`src/common/fapes_cfg.svh`:
```
// Constants of the flash program and erase controller
`ifndef FAPES_CFG_SVH
`define FAPES_CFG_SVH

// Clock rate
`define FAPES_CLK_MHZ 20

// Register byte offsets
`define FAPES_REG_CTRL 8'h00
`define FAPES_REG_ADDR 8'h04
`define FAPES_REG_DATA 8'h08
`define FAPES_REG_STATUS 8'h0C
`define FAPES_REG_IRQ_STAT 8'h10
`define FAPES_REG_IRQ_CLR 8'h14
`define FAPES_REG_IRQ_EN 8'h18

// Control fields
`define FAPES_CTRL_START 0
`define FAPES_CTRL_OP_LO 1
`define FAPES_CTRL_OP_HI 3

// Interrupt bits
`define FAPES_IRQ_DONE 0
`define FAPES_IRQ_FAIL 1
`define FAPES_IRQ_TMO 2

// Status bit positions inside a status read
`define FAPES_DQ_POLL 7
`define FAPES_DQ_TOGGLE 6
`define FAPES_DQ_TLIMIT 5
`define FAPES_DQ_EWIN 3

// Sector select address bits
`define FAPES_SECT_LO 12
`define FAPES_SECT_HI 18

// Command sequence words
`define FAPES_UNLK1_ADDR 19'h0_0555
`define FAPES_UNLK2_ADDR 19'h0_02AA
`define FAPES_UNLK1_DATA 16'h00AA
`define FAPES_UNLK2_DATA 16'h0055
`define FAPES_CMD_PROG 16'h00A0
`define FAPES_CMD_ERASE 16'h0080
`define FAPES_CMD_CHIP 16'h0010
`define FAPES_CMD_SECT 16'h0030

// Bus timing in ns and derived cycles (least times round up)
`define FAPES_WE_LOW_NS 55
`define FAPES_ACC_NS 120
`define FAPES_WE_CYC ((`FAPES_WE_LOW_NS*`FAPES_CLK_MHZ+999)/1000)
`define FAPES_RD_CYC ((`FAPES_ACC_NS*`FAPES_CLK_MHZ+999)/1000)

// Protect pulse widths and algorithm limits
`define FAPES_PROT_US 10
`define FAPES_UNPROT_MS 12
`define FAPES_PROG_MAX_US 360
`define FAPES_SECT_MAX_S 12
`define FAPES_CHIP_MAX_S 64
`define FAPES_LOAD_US 100
`define FAPES_PROT_CYC (`FAPES_PROT_US*`FAPES_CLK_MHZ)
`define FAPES_UNPROT_CYC (`FAPES_UNPROT_MS*1000*`FAPES_CLK_MHZ)
`define FAPES_PROG_TMO (`FAPES_PROG_MAX_US*`FAPES_CLK_MHZ)
`define FAPES_SECT_TMO (`FAPES_SECT_MAX_S*1000000*`FAPES_CLK_MHZ)
`define FAPES_CHIP_TMO (`FAPES_CHIP_MAX_S*1000000*`FAPES_CLK_MHZ)

`endif

```
`src/common/fapes_pkg.sv`:
```
// Types of the flash program and erase controller
package fapes_pkg;

  typedef enum logic [2:0] {
    OP_PROG, OP_CHIP, OP_SECT, OP_PROT, OP_UNPROT, OP_READ
  } fapes_op_e;

  typedef enum logic [3:0] {
    ST_IDLE, ST_WSET, ST_WLOW, ST_WHOLD, ST_WGAP,
    ST_RSET, ST_RWAIT, ST_EVAL, ST_PULSE, ST_DONE
  } fapes_state_e;

  typedef struct packed {
    logic reset_n;
    logic ce_n;
    logic oe_n;
    logic we_n;
    logic dq_oe_n;
    logic [18:0] addr;
    logic [15:0] dout;
  } fapes_pins_s;

  typedef struct packed {
    fapes_state_e state;
    fapes_op_e op;
    logic [2:0] idx;
    logic [31:0] cnt;
    logic [31:0] tmo;
    logic [18:0] addr;
    logic [15:0] data;
    logic [15:0] prev;
    logic [15:0] last;
    logic first;
    logic recheck;
    logic busy;
    logic ok;
    logic fail;
    logic tmo_hit;
    logic [2:0] irq;
    logic [2:0] irq_en;
    logic [31:0] rdata;
    logic [15:0] sync1;
    logic [15:0] sync2;
    fapes_pins_s pins;
  } fapes_st_s;

endpackage

```
`src/hdl/fapes_ctrl.sv`:
```
// Host controller driving a parallel flash through program and erase
`timescale 1ns/1ps
`default_nettype none
`include "fapes_cfg.svh"

module fapes_ctrl #(
  parameter logic [31:0] PROG_TMO_CYC = 32'(`FAPES_PROG_TMO),
  parameter logic [31:0] SECT_TMO_CYC = 32'(`FAPES_SECT_TMO),
  parameter logic [31:0] CHIP_TMO_CYC = 32'(`FAPES_CHIP_TMO),
  parameter logic [31:0] UNPROT_CYC = 32'(`FAPES_UNPROT_CYC)
) (
  // Clock and reset
  input wire logic CLOCK,
  input wire logic RESETN,
  // Register port
  input wire logic [7:0] REG_ADDR,
  input wire logic [31:0] REG_WDATA,
  input wire logic REG_WR,
  input wire logic REG_RD,
  output logic [31:0] REG_RDATA,
  // Interrupt
  output logic IRQ,
  // Flash pins
  output fapes_pkg::fapes_pins_s FL_PINS,
  input wire logic [15:0] FL_DQ_IN
);
  import fapes_pkg::*;

  localparam fapes_pins_s PINS_RST = '{
    reset_n: 1'b0, ce_n: 1'b1, oe_n: 1'b1, we_n: 1'b1,
    dq_oe_n: 1'b1, addr: 19'h0_0000, dout: 16'h0000};

  fapes_st_s s_q;
  fapes_st_s s_d;

  function automatic logic [2:0] seq_last(input fapes_op_e op);
    seq_last = (op == OP_PROG) ? 3'h3 : 3'h5;
  endfunction

  function automatic logic [34:0] seq_word(input fapes_op_e op,
                                           input logic [2:0] idx,
                                           input logic [18:0] addr,
                                           input logic [15:0] data);
    logic [18:0] sect;
    sect = {addr[`FAPES_SECT_HI:`FAPES_SECT_LO], 12'h000};
    case (idx)
      3'h0: seq_word = {`FAPES_UNLK1_ADDR, `FAPES_UNLK1_DATA};
      3'h1: seq_word = {`FAPES_UNLK2_ADDR, `FAPES_UNLK2_DATA};
      3'h2: seq_word = {`FAPES_UNLK1_ADDR,
                        (op == OP_PROG) ? `FAPES_CMD_PROG : `FAPES_CMD_ERASE};
      3'h3: seq_word = (op == OP_PROG) ? {addr, data}
                       : {`FAPES_UNLK1_ADDR, `FAPES_UNLK1_DATA};
      3'h4: seq_word = {`FAPES_UNLK2_ADDR, `FAPES_UNLK2_DATA};
      3'h5: seq_word = (op == OP_SECT) ? {sect, `FAPES_CMD_SECT}
                       : {`FAPES_UNLK1_ADDR, `FAPES_CMD_CHIP};
      default: seq_word = {`FAPES_UNLK1_ADDR, `FAPES_UNLK1_DATA};
    endcase
  endfunction

  function automatic logic [31:0] tmo_of(input fapes_op_e op);
    case (op)
      OP_PROG: tmo_of = PROG_TMO_CYC;
      OP_SECT: tmo_of = SECT_TMO_CYC;
      OP_CHIP: tmo_of = CHIP_TMO_CYC;
      default: tmo_of = PROG_TMO_CYC;
    endcase
  endfunction

  always_comb
  begin
    logic [2:0] set;
    logic [2:0] clr;
    logic [34:0] word;
    logic expect7;
    set = 3'h0;
    clr = 3'h0;
    word = seq_word(s_q.op, s_q.idx, s_q.addr, s_q.data);
    expect7 = (s_q.op == OP_PROG) ? s_q.data[`FAPES_DQ_POLL] : 1'b1;
    s_d = s_q;
    s_d.sync1 = FL_DQ_IN;
    s_d.sync2 = s_q.sync1;
    s_d.pins.reset_n = 1'b1;
    s_d.rdata = 32'h0000_0000;
    if (s_q.tmo != 32'h0000_0000)
    begin
      s_d.tmo = s_q.tmo - 32'h0000_0001;
    end

    if (REG_RD)
    begin
      case (REG_ADDR)
        `FAPES_REG_CTRL: s_d.rdata = {28'h000_0000, s_q.op, 1'b0};
        `FAPES_REG_ADDR: s_d.rdata = {13'h0000, s_q.addr};
        `FAPES_REG_DATA: s_d.rdata = {16'h0000, s_q.data};
        `FAPES_REG_STATUS: s_d.rdata = {s_q.last, 12'h000, s_q.tmo_hit,
                                        s_q.fail, s_q.ok, s_q.busy};
        `FAPES_REG_IRQ_STAT: s_d.rdata = {29'h0000_0000, s_q.irq};
        `FAPES_REG_IRQ_EN: s_d.rdata = {29'h0000_0000, s_q.irq_en};
        default: s_d.rdata = 32'h0000_0000;
      endcase
    end

    if (REG_WR)
    begin
      case (REG_ADDR)
        `FAPES_REG_ADDR:
        begin
          if (!s_q.busy)
          begin
            s_d.addr = REG_WDATA[18:0];
          end
        end
        `FAPES_REG_DATA:
        begin
          if (!s_q.busy)
          begin
            s_d.data = REG_WDATA[15:0];
          end
        end
        `FAPES_REG_IRQ_CLR: clr = REG_WDATA[2:0];
        `FAPES_REG_IRQ_EN: s_d.irq_en = REG_WDATA[2:0];
        default: ;
      endcase
    end

    case (s_q.state)
      ST_IDLE:
      begin
        // Orders arriving while busy are dropped, not queued
        if (REG_WR && REG_ADDR == `FAPES_REG_CTRL &&
            REG_WDATA[`FAPES_CTRL_START])
        begin
          s_d.op = fapes_op_e'(REG_WDATA[`FAPES_CTRL_OP_HI:`FAPES_CTRL_OP_LO]);
          s_d.busy = 1'b1;
          s_d.ok = 1'b0;
          s_d.fail = 1'b0;
          s_d.tmo_hit = 1'b0;
          s_d.idx = 3'h0;
          s_d.first = 1'b1;
          s_d.recheck = 1'b0;
          case (s_d.op)
            OP_PROT:
            begin
              s_d.pins.ce_n = 1'b0;
              s_d.pins.we_n = 1'b0;
              s_d.cnt = 32'(`FAPES_PROT_CYC - 1);
              s_d.state = ST_PULSE;
            end
            OP_UNPROT:
            begin
              s_d.pins.ce_n = 1'b0;
              s_d.pins.we_n = 1'b0;
              s_d.cnt = UNPROT_CYC - 32'h0000_0001;
              s_d.state = ST_PULSE;
            end
            OP_READ: s_d.state = ST_RSET;
            default: s_d.state = (s_d.op > OP_READ) ? ST_DONE : ST_WSET;
          endcase
        end
      end
      ST_WSET:
      begin
        s_d.pins.addr = word[34:16];
        s_d.pins.dout = word[15:0];
        s_d.pins.ce_n = 1'b0;
        s_d.pins.dq_oe_n = 1'b0;
        s_d.pins.we_n = 1'b0;
        s_d.cnt = 32'(`FAPES_WE_CYC - 1);
        s_d.state = ST_WLOW;
      end
      ST_WLOW, ST_PULSE:
      begin
        if (s_q.cnt == 32'h0000_0000)
        begin
          s_d.pins.we_n = 1'b1;
          s_d.state = ST_WHOLD;
        end
        else
        begin
          s_d.cnt = s_q.cnt - 32'h0000_0001;
        end
      end
      ST_WHOLD:
      begin
        // Address and data held one cycle past the write strobe edge
        s_d.pins.ce_n = 1'b1;
        s_d.state = ST_WGAP;
      end
      ST_WGAP:
      begin
        s_d.pins.dq_oe_n = 1'b1;
        if (s_q.op == OP_PROT || s_q.op == OP_UNPROT)
        begin
          s_d.ok = 1'b1;
          s_d.state = ST_DONE;
        end
        else if (s_q.idx == seq_last(s_q.op))
        begin
          s_d.tmo = tmo_of(s_q.op);
          s_d.state = ST_RSET;
        end
        else
        begin
          s_d.idx = s_q.idx + 3'h1;
          s_d.state = ST_WSET;
        end
      end
      ST_RSET:
      begin
        // status read at the operation address
        s_d.pins.addr = s_q.addr;
        s_d.pins.ce_n = 1'b0;
        s_d.pins.oe_n = 1'b0;
        // Access time plus the two-stage input synchroniser
        s_d.cnt = 32'(`FAPES_RD_CYC + 1);
        s_d.state = ST_RWAIT;
      end
      ST_RWAIT:
      begin
        if (s_q.cnt == 32'h0000_0000)
        begin
          // keep the erase window flag readable
          s_d.last = s_q.sync2;
          s_d.pins.ce_n = 1'b1;
          s_d.pins.oe_n = 1'b1;
          s_d.state = ST_EVAL;
        end
        else
        begin
          s_d.cnt = s_q.cnt - 32'h0000_0001;
        end
      end
      ST_EVAL:
      begin
        // One idle cycle here also lets the flash float its outputs
        if (s_q.op == OP_READ)
        begin
          s_d.ok = 1'b1;
          s_d.state = ST_DONE;
        end
        else if (s_q.first)
        begin
          s_d.prev = s_q.last;
          s_d.first = 1'b0;
          s_d.state = ST_RSET;
        end
        else if (s_q.prev[`FAPES_DQ_TOGGLE] == s_q.last[`FAPES_DQ_TOGGLE])
        begin
          s_d.ok = (s_q.last[`FAPES_DQ_POLL] == expect7);
          s_d.fail = (s_q.last[`FAPES_DQ_POLL] != expect7);
          s_d.state = ST_DONE;
        end
        else if (s_q.recheck)
        begin
          s_d.fail = 1'b1;
          s_d.state = ST_DONE;
        end
        else if (s_q.tmo == 32'h0000_0000)
        begin
          s_d.tmo_hit = 1'b1;
          s_d.state = ST_DONE;
        end
        else
        begin
          s_d.prev = s_q.last;
          s_d.recheck = s_q.last[`FAPES_DQ_TLIMIT];
          s_d.state = ST_RSET;
        end
      end
      ST_DONE:
      begin
        s_d.busy = 1'b0;
        set[`FAPES_IRQ_DONE] = 1'b1;
        set[`FAPES_IRQ_FAIL] = s_q.fail;
        set[`FAPES_IRQ_TMO] = s_q.tmo_hit;
        s_d.state = ST_IDLE;
      end
      default: s_d.state = ST_IDLE;
    endcase

    // A new event wins over a clear in the same cycle
    s_d.irq = (s_q.irq & ~clr) | set;
  end

  always_ff @(posedge CLOCK)
  begin
    if (!RESETN)
    begin
      s_q <= '0;
      s_q.pins <= PINS_RST;
    end
    else
    begin
      s_q <= s_d;
    end
  end

  assign REG_RDATA = s_q.rdata;
  assign IRQ = |(s_q.irq & s_q.irq_en);
  assign FL_PINS = s_q.pins;

endmodule // fapes_ctrl

`default_nettype wire

```
`config.mk`:
```
export PLATFORM = sky130hd
export DESIGN_NAME = fapes_ctrl
export DESIGN_NICKNAME = d
export VERILOG_FILES = /design/src/common/fapes_pkg.sv /design/src/hdl/fapes_ctrl.sv
export VERILOG_INCLUDE_DIRS = /design/src /design/src/common
export SDC_FILE = /design/constraint.sdc
export NUM_CORES = 1
export LEC_CHECK = 0
export ABC_AREA = 1
export BUFFER_PORTS_ARGS = -buffer_cell sky130_fd_sc_hd__buf_4
export CAP_MARGIN = 20
export CORE_ASPECT_RATIO = 1.75
export CORE_UTILIZATION = 30
export DETAILED_ROUTE_END_ITERATION = 7
export SETUP_SLACK_MARGIN = 0.5
export SYNTH_ARGS = -nofsm -noshare
export SYNTH_HDL_FRONTEND = slang
export SYNTH_SLANG_ARGS = --single-unit
```
`constraint.sdc`:
```
create_clock -name CLOCK -period 4.8 [get_ports CLOCK]
set_clock_uncertainty 0.05 [all_clocks]
set_input_delay 0.48 -clock CLOCK [delete_from_list [all_inputs] [get_ports CLOCK]]
set_output_delay 0.48 -clock CLOCK [all_outputs]
set_load 0.01 [all_outputs]
```
==> results of run 1 <==
==> layout make-up <==
cell class	instances	area, µm²	area share (%)
clock buffers	31	656	5.08
repair buffers	127	973	7.54
clock inverters	9	133	1.03
inverters	167	629	4.88
well taps	475	594	4.61
flip-flops and latches	242	4840	37.5
multi-input cells	1052	5070	39.3
==> metal layers <==
| layer | global-route usage (%) | vias up |
|---|---|---|
| li1 | - | 5102 |
| met1 | 17.4 | 4788 |
| met2 | 32.9 | 270 |
| met3 | 1.74 | 91 |
| met4 | 9.16 | 0 |
| met5 | 0 | - |
==> per-stage QoR <==
stage               area [µm²]  std cells
floorplan                11300       1587
global placement         12100       2062
detailed placement       12100       2062
CTS                      12900       2102
global route             12900       2103
finish                   12900       2103
==> kinds of logic after synthesis <==
family                   after synthesis  synth area share (%)
AND/OR/NAND/NOR                      725                  27.3
adder cells (fa/ha/maj)                7                 0.773
AO/OA/AOI/OAI                        281                  13.6
buffers and inverters                293                  12.5
multiplexers                           1                0.0884
flip-flops                           242                  42.8
XOR/XNOR                              38                  2.94
==> Yosys cell counts (all sizes together) <==
library cell  instances  area [µm²]
o21bai                4        30.0
inv                 163         614
o211ai                1        7.51
a211oi               22         165
a221oi                1        8.76
o211a                 1        10.0
ha                    7        87.6
a31oi                 8        50.1
o21ai                98         490
o31ai                 2        15.0
a22oi                11        82.6
o2111ai               1        8.76
o22ai                 5        31.3
nand3                60         305
nor2                259        1040
xor2                 26         228
nand4                23         144
clkinv                4        15.0
nand3b                1        7.51
nor4                 17         106
xnor2                12         105
or2                   3        18.8
nand2               324        1250
buf                  84         626
mux2i                 1        10.0
and3                  2        12.5
o221ai                1        8.76
nor3                 35         191
clkbuf               42         158
dfxtp               242        4840
a32oi                 1        8.76
a21oi               125         626
and3b                 1        8.76
==> state kept, by name, summed over array words and instances (netlist names) <==
name       flops
FL_PINS       40
REG_RDATA     32
s_d           16
s_q          154
==> worst max-delay path: cells and delay by family, from the launching register on <==
family	cells	cell delay [ns]
simple gates	7	1.63
flops	1	0.35
buf+inv	2	0.44
compound gates	1	0.13
==> where the power goes <==
part           switching, µW  internal (µW)  total (µW)
Combinational            579            307         886
Sequential              73.2           2090        2170
Clock                    796           1120        1920
==> worst paths after layout <==
kind,from,endpoint,slack [ns],cells after the start
max,s_q[254],s_q[218],2.06,10
min,FL_DQ_IN[4],s_d[44],0.1,3
max reg2reg,s_q[254],s_q[218],2.06,10
min reg2reg,s_d[40],s_q[40],0.36,2
==> out/metrics.cfg, run 1 <==
[routing]
drc_errors = 1
wl_met2_um = 17900
antenna_left = 0
routed_wl_um = 32900
wire_per_inst_um = 15.7
met1Wirelength_um = 12200
route.top_layer_used = met4
drt-initial-drc-count = 548
vias_per_cell = 4.87
num_vias = 10300
firstDrtPassIters = 8
wl_met3_um = 1190

[placement]
post-dp-hpwl_um = 24100
gp_congestion = 0.888
pre_cts_ws_ns = 1.71
portBuffers = 119

[global_routing]
antenna_found_initial = 0
gr-usage-all-layers_pct = 16.9
grt_pass1_wl_um = 51900
grt_remaining_overflow = 0
grt_pass1_vias = 10100
grt_start_max_net_pins = 77

[run]
maxCapViolCount = 0

[power_and_ir_drop]
power_uw = 4970
power_leakage_uw = 0.00586
ir_worst_vdd_mv = 0.236
power_density_nw_per_um2 = 385

[timing]
fin_hold_ws_ns = 0.0975
hold_violations = 0
layout_setup_ws_ns = 2.06
relSlewSlack_pct = 38.4
finalCriticalPeriod_ns = 2.74
max_freq_mhz = 365
setup_tns_ns = 0
worst_pin_slew_ns = 0.922
rsz0062_at_grt = false
fin_crit_sh_pct = 57.1
slew_viol_final = 0
setup_viol = 0

[cts]
cts_buffers = 23
postCtsSetupRepairBufs = 0
cts_max_path_buffers = 3
h-tree-depth = 1
clock-root-buffer = clkbuf_16
clk_pin_slew_ns = 0.06
cts_tree = yes
hold_buffers = 0
clk_latency_ns = 0.54
cts_resized = 0
clock_sinks = 242

[logic_synthesis]
postSynthAreaPerCell_um2 = 7.14
synthesis.nets = 1654
seq_area_frac_synth_pct = 42.8
syn_inst = 1587
ys_types = 48
synth.cell_area_um2 = 11300
yosys_warnings = 0
synth-seq-cells = 242

[floorplanning]
die_y_um = 259
row_count = 93
dieWidth_um = 149
coreArea_um2 = 37000
die_area_um2 = 38600
ios = 133
start_util_pct = 30.6

[final_layout]
final_cell_mix = nand2_1 (318), nor2_1 (247), dfxtp_1 (242)
nets = 1680
post-route-util_pct = 34.9
layout-drive-gt1-share_pct = 12.1
layout-area-overhead-vs-synth_pct = 14.0
final_common_cell = nand2_1
n_fill_cell = 3964
antennaDiodeCount = 0

[setup_path]
path_max_fanout = 25
cpMaxStageDelayCell = nor3_1
crit_chain = inv_1 -> nand2_1 -> nor3_1 -> nor2_4 -> nand2_4 -> inv_1 -> nand3_1 -> nor2_1 -> nor2_2 -> a21oi_1
startpoint_type = register
critical_path.max_stage_delay_ns = 0.40
worst_setup_path_end_kind = register
path_common_cell = inv_1
crit_type = register to register
crit_required_ns = 5.15
cp.arrival_ns = 3.09

[status]
status = finished with violations
violations = DRC

[min_path]
hp-class = primary input to register

Power figures use the tool's default switching activity.
==> inputs of run 2 (changes only) <==
--- a/config.mk
+++ b/config.mk
@@ -6,7 +6,7 @@
 export SDC_FILE = /design/constraint.sdc
 export NUM_CORES = 1
 export LEC_CHECK = 0
-export ABC_AREA = 1
+export ABC_AREA = 0
 export BUFFER_PORTS_ARGS = -buffer_cell sky130_fd_sc_hd__buf_4
 export CAP_MARGIN = 20
 export CORE_ASPECT_RATIO = 1.75
==> constraint.sdc (replaced) <==
create_clock -name CLOCK -period 2.62 [get_ports CLOCK]
set_clock_uncertainty 0.05 [all_clocks]
set_input_delay 0.262 -clock CLOCK [delete_from_list [all_inputs] [get_ports CLOCK]]
set_output_delay 0.262 -clock CLOCK [all_outputs]
set_load 0.01 [all_outputs]
==> run 2 against run 1 <==
The flow now finishes without violations. Sequential power up 89%. Non-clock buffer count grew 103. Worst hold slack got worse by 0.079 ns. Critical path depth is 3 lower. Clock power rose by 77%. Count of clock-buffer cells in the layout stayed put. Register-to-register slack worse by 1.9 ns. Worst setup slack worse by 1.9 ns. Global-route usage is 0.11 points lower. Via count decreased by 11%. Final cell count fell by 13%. Flip-flop and latch count did not move.
==> out/metrics.cfg, run 2 <==
[status]
status = finished, final reports clean

[floorplanning]
die_y_um = 250
start_util_pct = 30.5
row_count = 90
coreArea_um2 = 34500
die_area_um2 = 35800
dieWidth_um = 144
ios = 133

[routing]
num_vias = 9104
drc_errors = 0
firstDrtPassIters = 5
wire_per_inst_um = 16.6
routed_wl_um = 30500
drt-initial-drc-count = 515
vias_per_cell = 4.96
antenna_left = 0

[timing]
max_freq_mhz = 405
relSlewSlack_pct = 58.9
setup_viol = 0
worst_pin_slew_ns = 0.616
hold_violations = 0
finalCriticalPeriod_ns = 2.47
fin_hold_ws_ns = 0.0181
fin_crit_sh_pct = 94.3
setup_tns_ns = 0
rsz0062_at_grt = true
slew_viol_final = 0

[logic_synthesis]
yosys_warnings = 0
syn_inst = 1245
synth-seq-cells = 242
postSynthAreaPerCell_um2 = 8.45
synth.cell_area_um2 = 10500
ys_types = 68
seq_area_frac_synth_pct = 46.1
synth.most_common_cell = dfxtp_1
synth_top_area_share_pct = 46.1
synth_edf_count = 0
yosys-top-cells-count = dfxtp_1 (242), nor2_1 (145), nand2_1 (142)
synth_flop_cell = dfxtp_1
synth_top_cells_by_area = dfxtp_1 (46%), buf_4 (5.2%), nor2_1 (5.2%)
ys_async_sr_fraction_pct = 0
synthesis.nets = 1312
synth_largest_area_cell = dfxtp_1

[setup_path]
worst_setup_path_end_kind = register
crit_family = simple AND/OR/NAND/NOR gates
crit_required_ns = 2.97
startpoint_type = register
critical_path.max_stage_delay_ns = 0.54
cp.arrival_ns = 2.82
path_max_fanout = 7
cpMaxStageDelayCell = or4_4
crit_buf_inv = 2
crit_chain = or4_4 -> or4_4 -> or3_4 -> buf_12 -> buf_4 -> xnor2_2 -> nor2_1
path_common_cell = or4_4
crit_type = register to register

[placement]
gp_congestion = 0.860
post_dp_cell_area_um2 = 11700
portBuffers = 119
post-dp-hpwl_um = 21500

[cts]
clk_latency_ns = 0.53
clock_sinks = 242
clk_pin_slew_ns = 0.06
cts_buffers = 23
h-tree-depth = 1
cts_max_path_buffers = 3
cts_tree = yes
clock-root-buffer = clkbuf_16

[power_and_ir_drop]
sw_frac_of_total_pct = 29.8
pwr-share-clk_pct = 32.6
ir_worst_vdd_mv = 0.474
power_leakage_uw = 0.00525
p_sw_uw = 3110
power_density_nw_per_um2 = 779
pwr-share-comb_pct = 28.0
p_seq_share_pct = 39.4
power_uw = 10400
p_int_uw = 7310

[final_layout]
final_common_cell = dfxtp_1
antennaDiodeCount = 0
layout-drive-gt1-share_pct = 23.3
layout-area-overhead-vs-synth_pct = 27.2
post-route-util_pct = 38.8
final_cell_mix = dfxtp_1 (230), buf_4 (177), nand2_1 (140)
nets = 1426
regMostFlops = s_q
largest_register_ffs = 154
final_area_um2 = 13400

[global_routing]
grt_start_max_net_pins = 93
antenna_found_initial = 0
grt_pass1_wl_um = 47500
grt_remaining_overflow = 0
gr-usage-all-layers_pct = 16.8
grt_pass1_vias = 9038

[run]
maxCapViolCount = 0

[min_path]
hp-class = primary input to register

-- run 2: changes by cell type after synthesis, moves of 24 or more --
cell     previous run  this run
a22oi_1            11        35
and2_1              0        50
inv_1             156        16
nand2_1           318       142
nand3_1            59        26
nor2_1            248       145
o21ai_0            97        48
-- run 2: layout make-up --
| cell class | instances | area, µm² |
|---|---|---|
| fill | 3486 | 21100 |
| clock buffer | 31 | 656 |
| sequential | 242 | 4860 |
| inverter | 17 | 63.8 |
| tap | 460 | 576 |
| timing repair buffer | 230 | 1940 |
| clock inverter | 9 | 103 |
| multi-input combinational | 845 | 5170 |
-- run 2: cells by family after synthesis --
| group | after synthesis | share of synthesized area (%) |
|---|---|---|
| flops | 242 | 46.1 |
| mux | 26 | 2.52 |
| xor+xnor | 47 | 3.91 |
| compound gates | 261 | 15.2 |
| buf+inv | 158 | 8.44 |
| simple gates | 504 | 23.0 |
| fa+ha+maj | 7 | 0.833 |
-- run 2: tightest hold or removal path, stage by stage --
cell,delay (ns)
buf_4,0.14
mux2i_1,0.08
nor2_1,0.08
-- run 2: metal layers --
metal | up-vias | global-route usage [%] | wire (µm)
met5 | - | 0 | 0
met4 | 0 | 9.54 | 1540
met3 | 80 | 2.78 | 1330
met2 | 181 | 31.8 | 16300
met1 | 4369 | 17.0 | 11300
li1 | 4474 | - | -
-- run 2: worst paths after layout --
path         endpoint          from  cells past startpoint  slack (ns)
min reg2reg   s_q[43]       s_d[43]                      1        0.38
min          s_q[105]  REG_WDATA[1]                      3        0.02
max          s_q[183]      s_q[196]                      7        0.15
max reg2reg  s_q[183]      s_q[196]                      7        0.15
-- run 2: what timing repair did --
| item | CTS | global route |
|---|---|---|
| endpoints found under the hold margin | 54 | 0 |
| pin swaps | 13 | 11 |
| setup endpoints to repair | 95 | 113 |
| hold buffers | 38 | 0 |
| gates resized for setup | 42 | 40 |
| buffers inserted | 9 | 7 |
| cloned | 0 | 2 |
-- run 2: through the flow --
stage,std cells,setup slack [ns]
4_1_cts,1825,0.170
6_report,1834,0.150
5_1_grt,1834,0.0988
3_3_place_gp,1738,0.107
2_1_floorplan,1245,0.163
3_5_place_dp,1738,0.0892
-- run 2: power by group through the flow --
| stage | Sequential (µW) | Combinational (µW) | Clock [µW] |
|---|---|---|---|
| 2_1_floorplan | 4130 | 1600 | 0 |
| 3_3_place_gp | 4150 | 2100 | 0 |
| 3_5_place_dp | 4160 | 2130 | 0 |
| 4_1_cts | 4090 | 2630 | 3480 |
| 5_1_grt | 4140 | 3150 | 3610 |
| 6_report | 4110 | 2920 | 3390 |
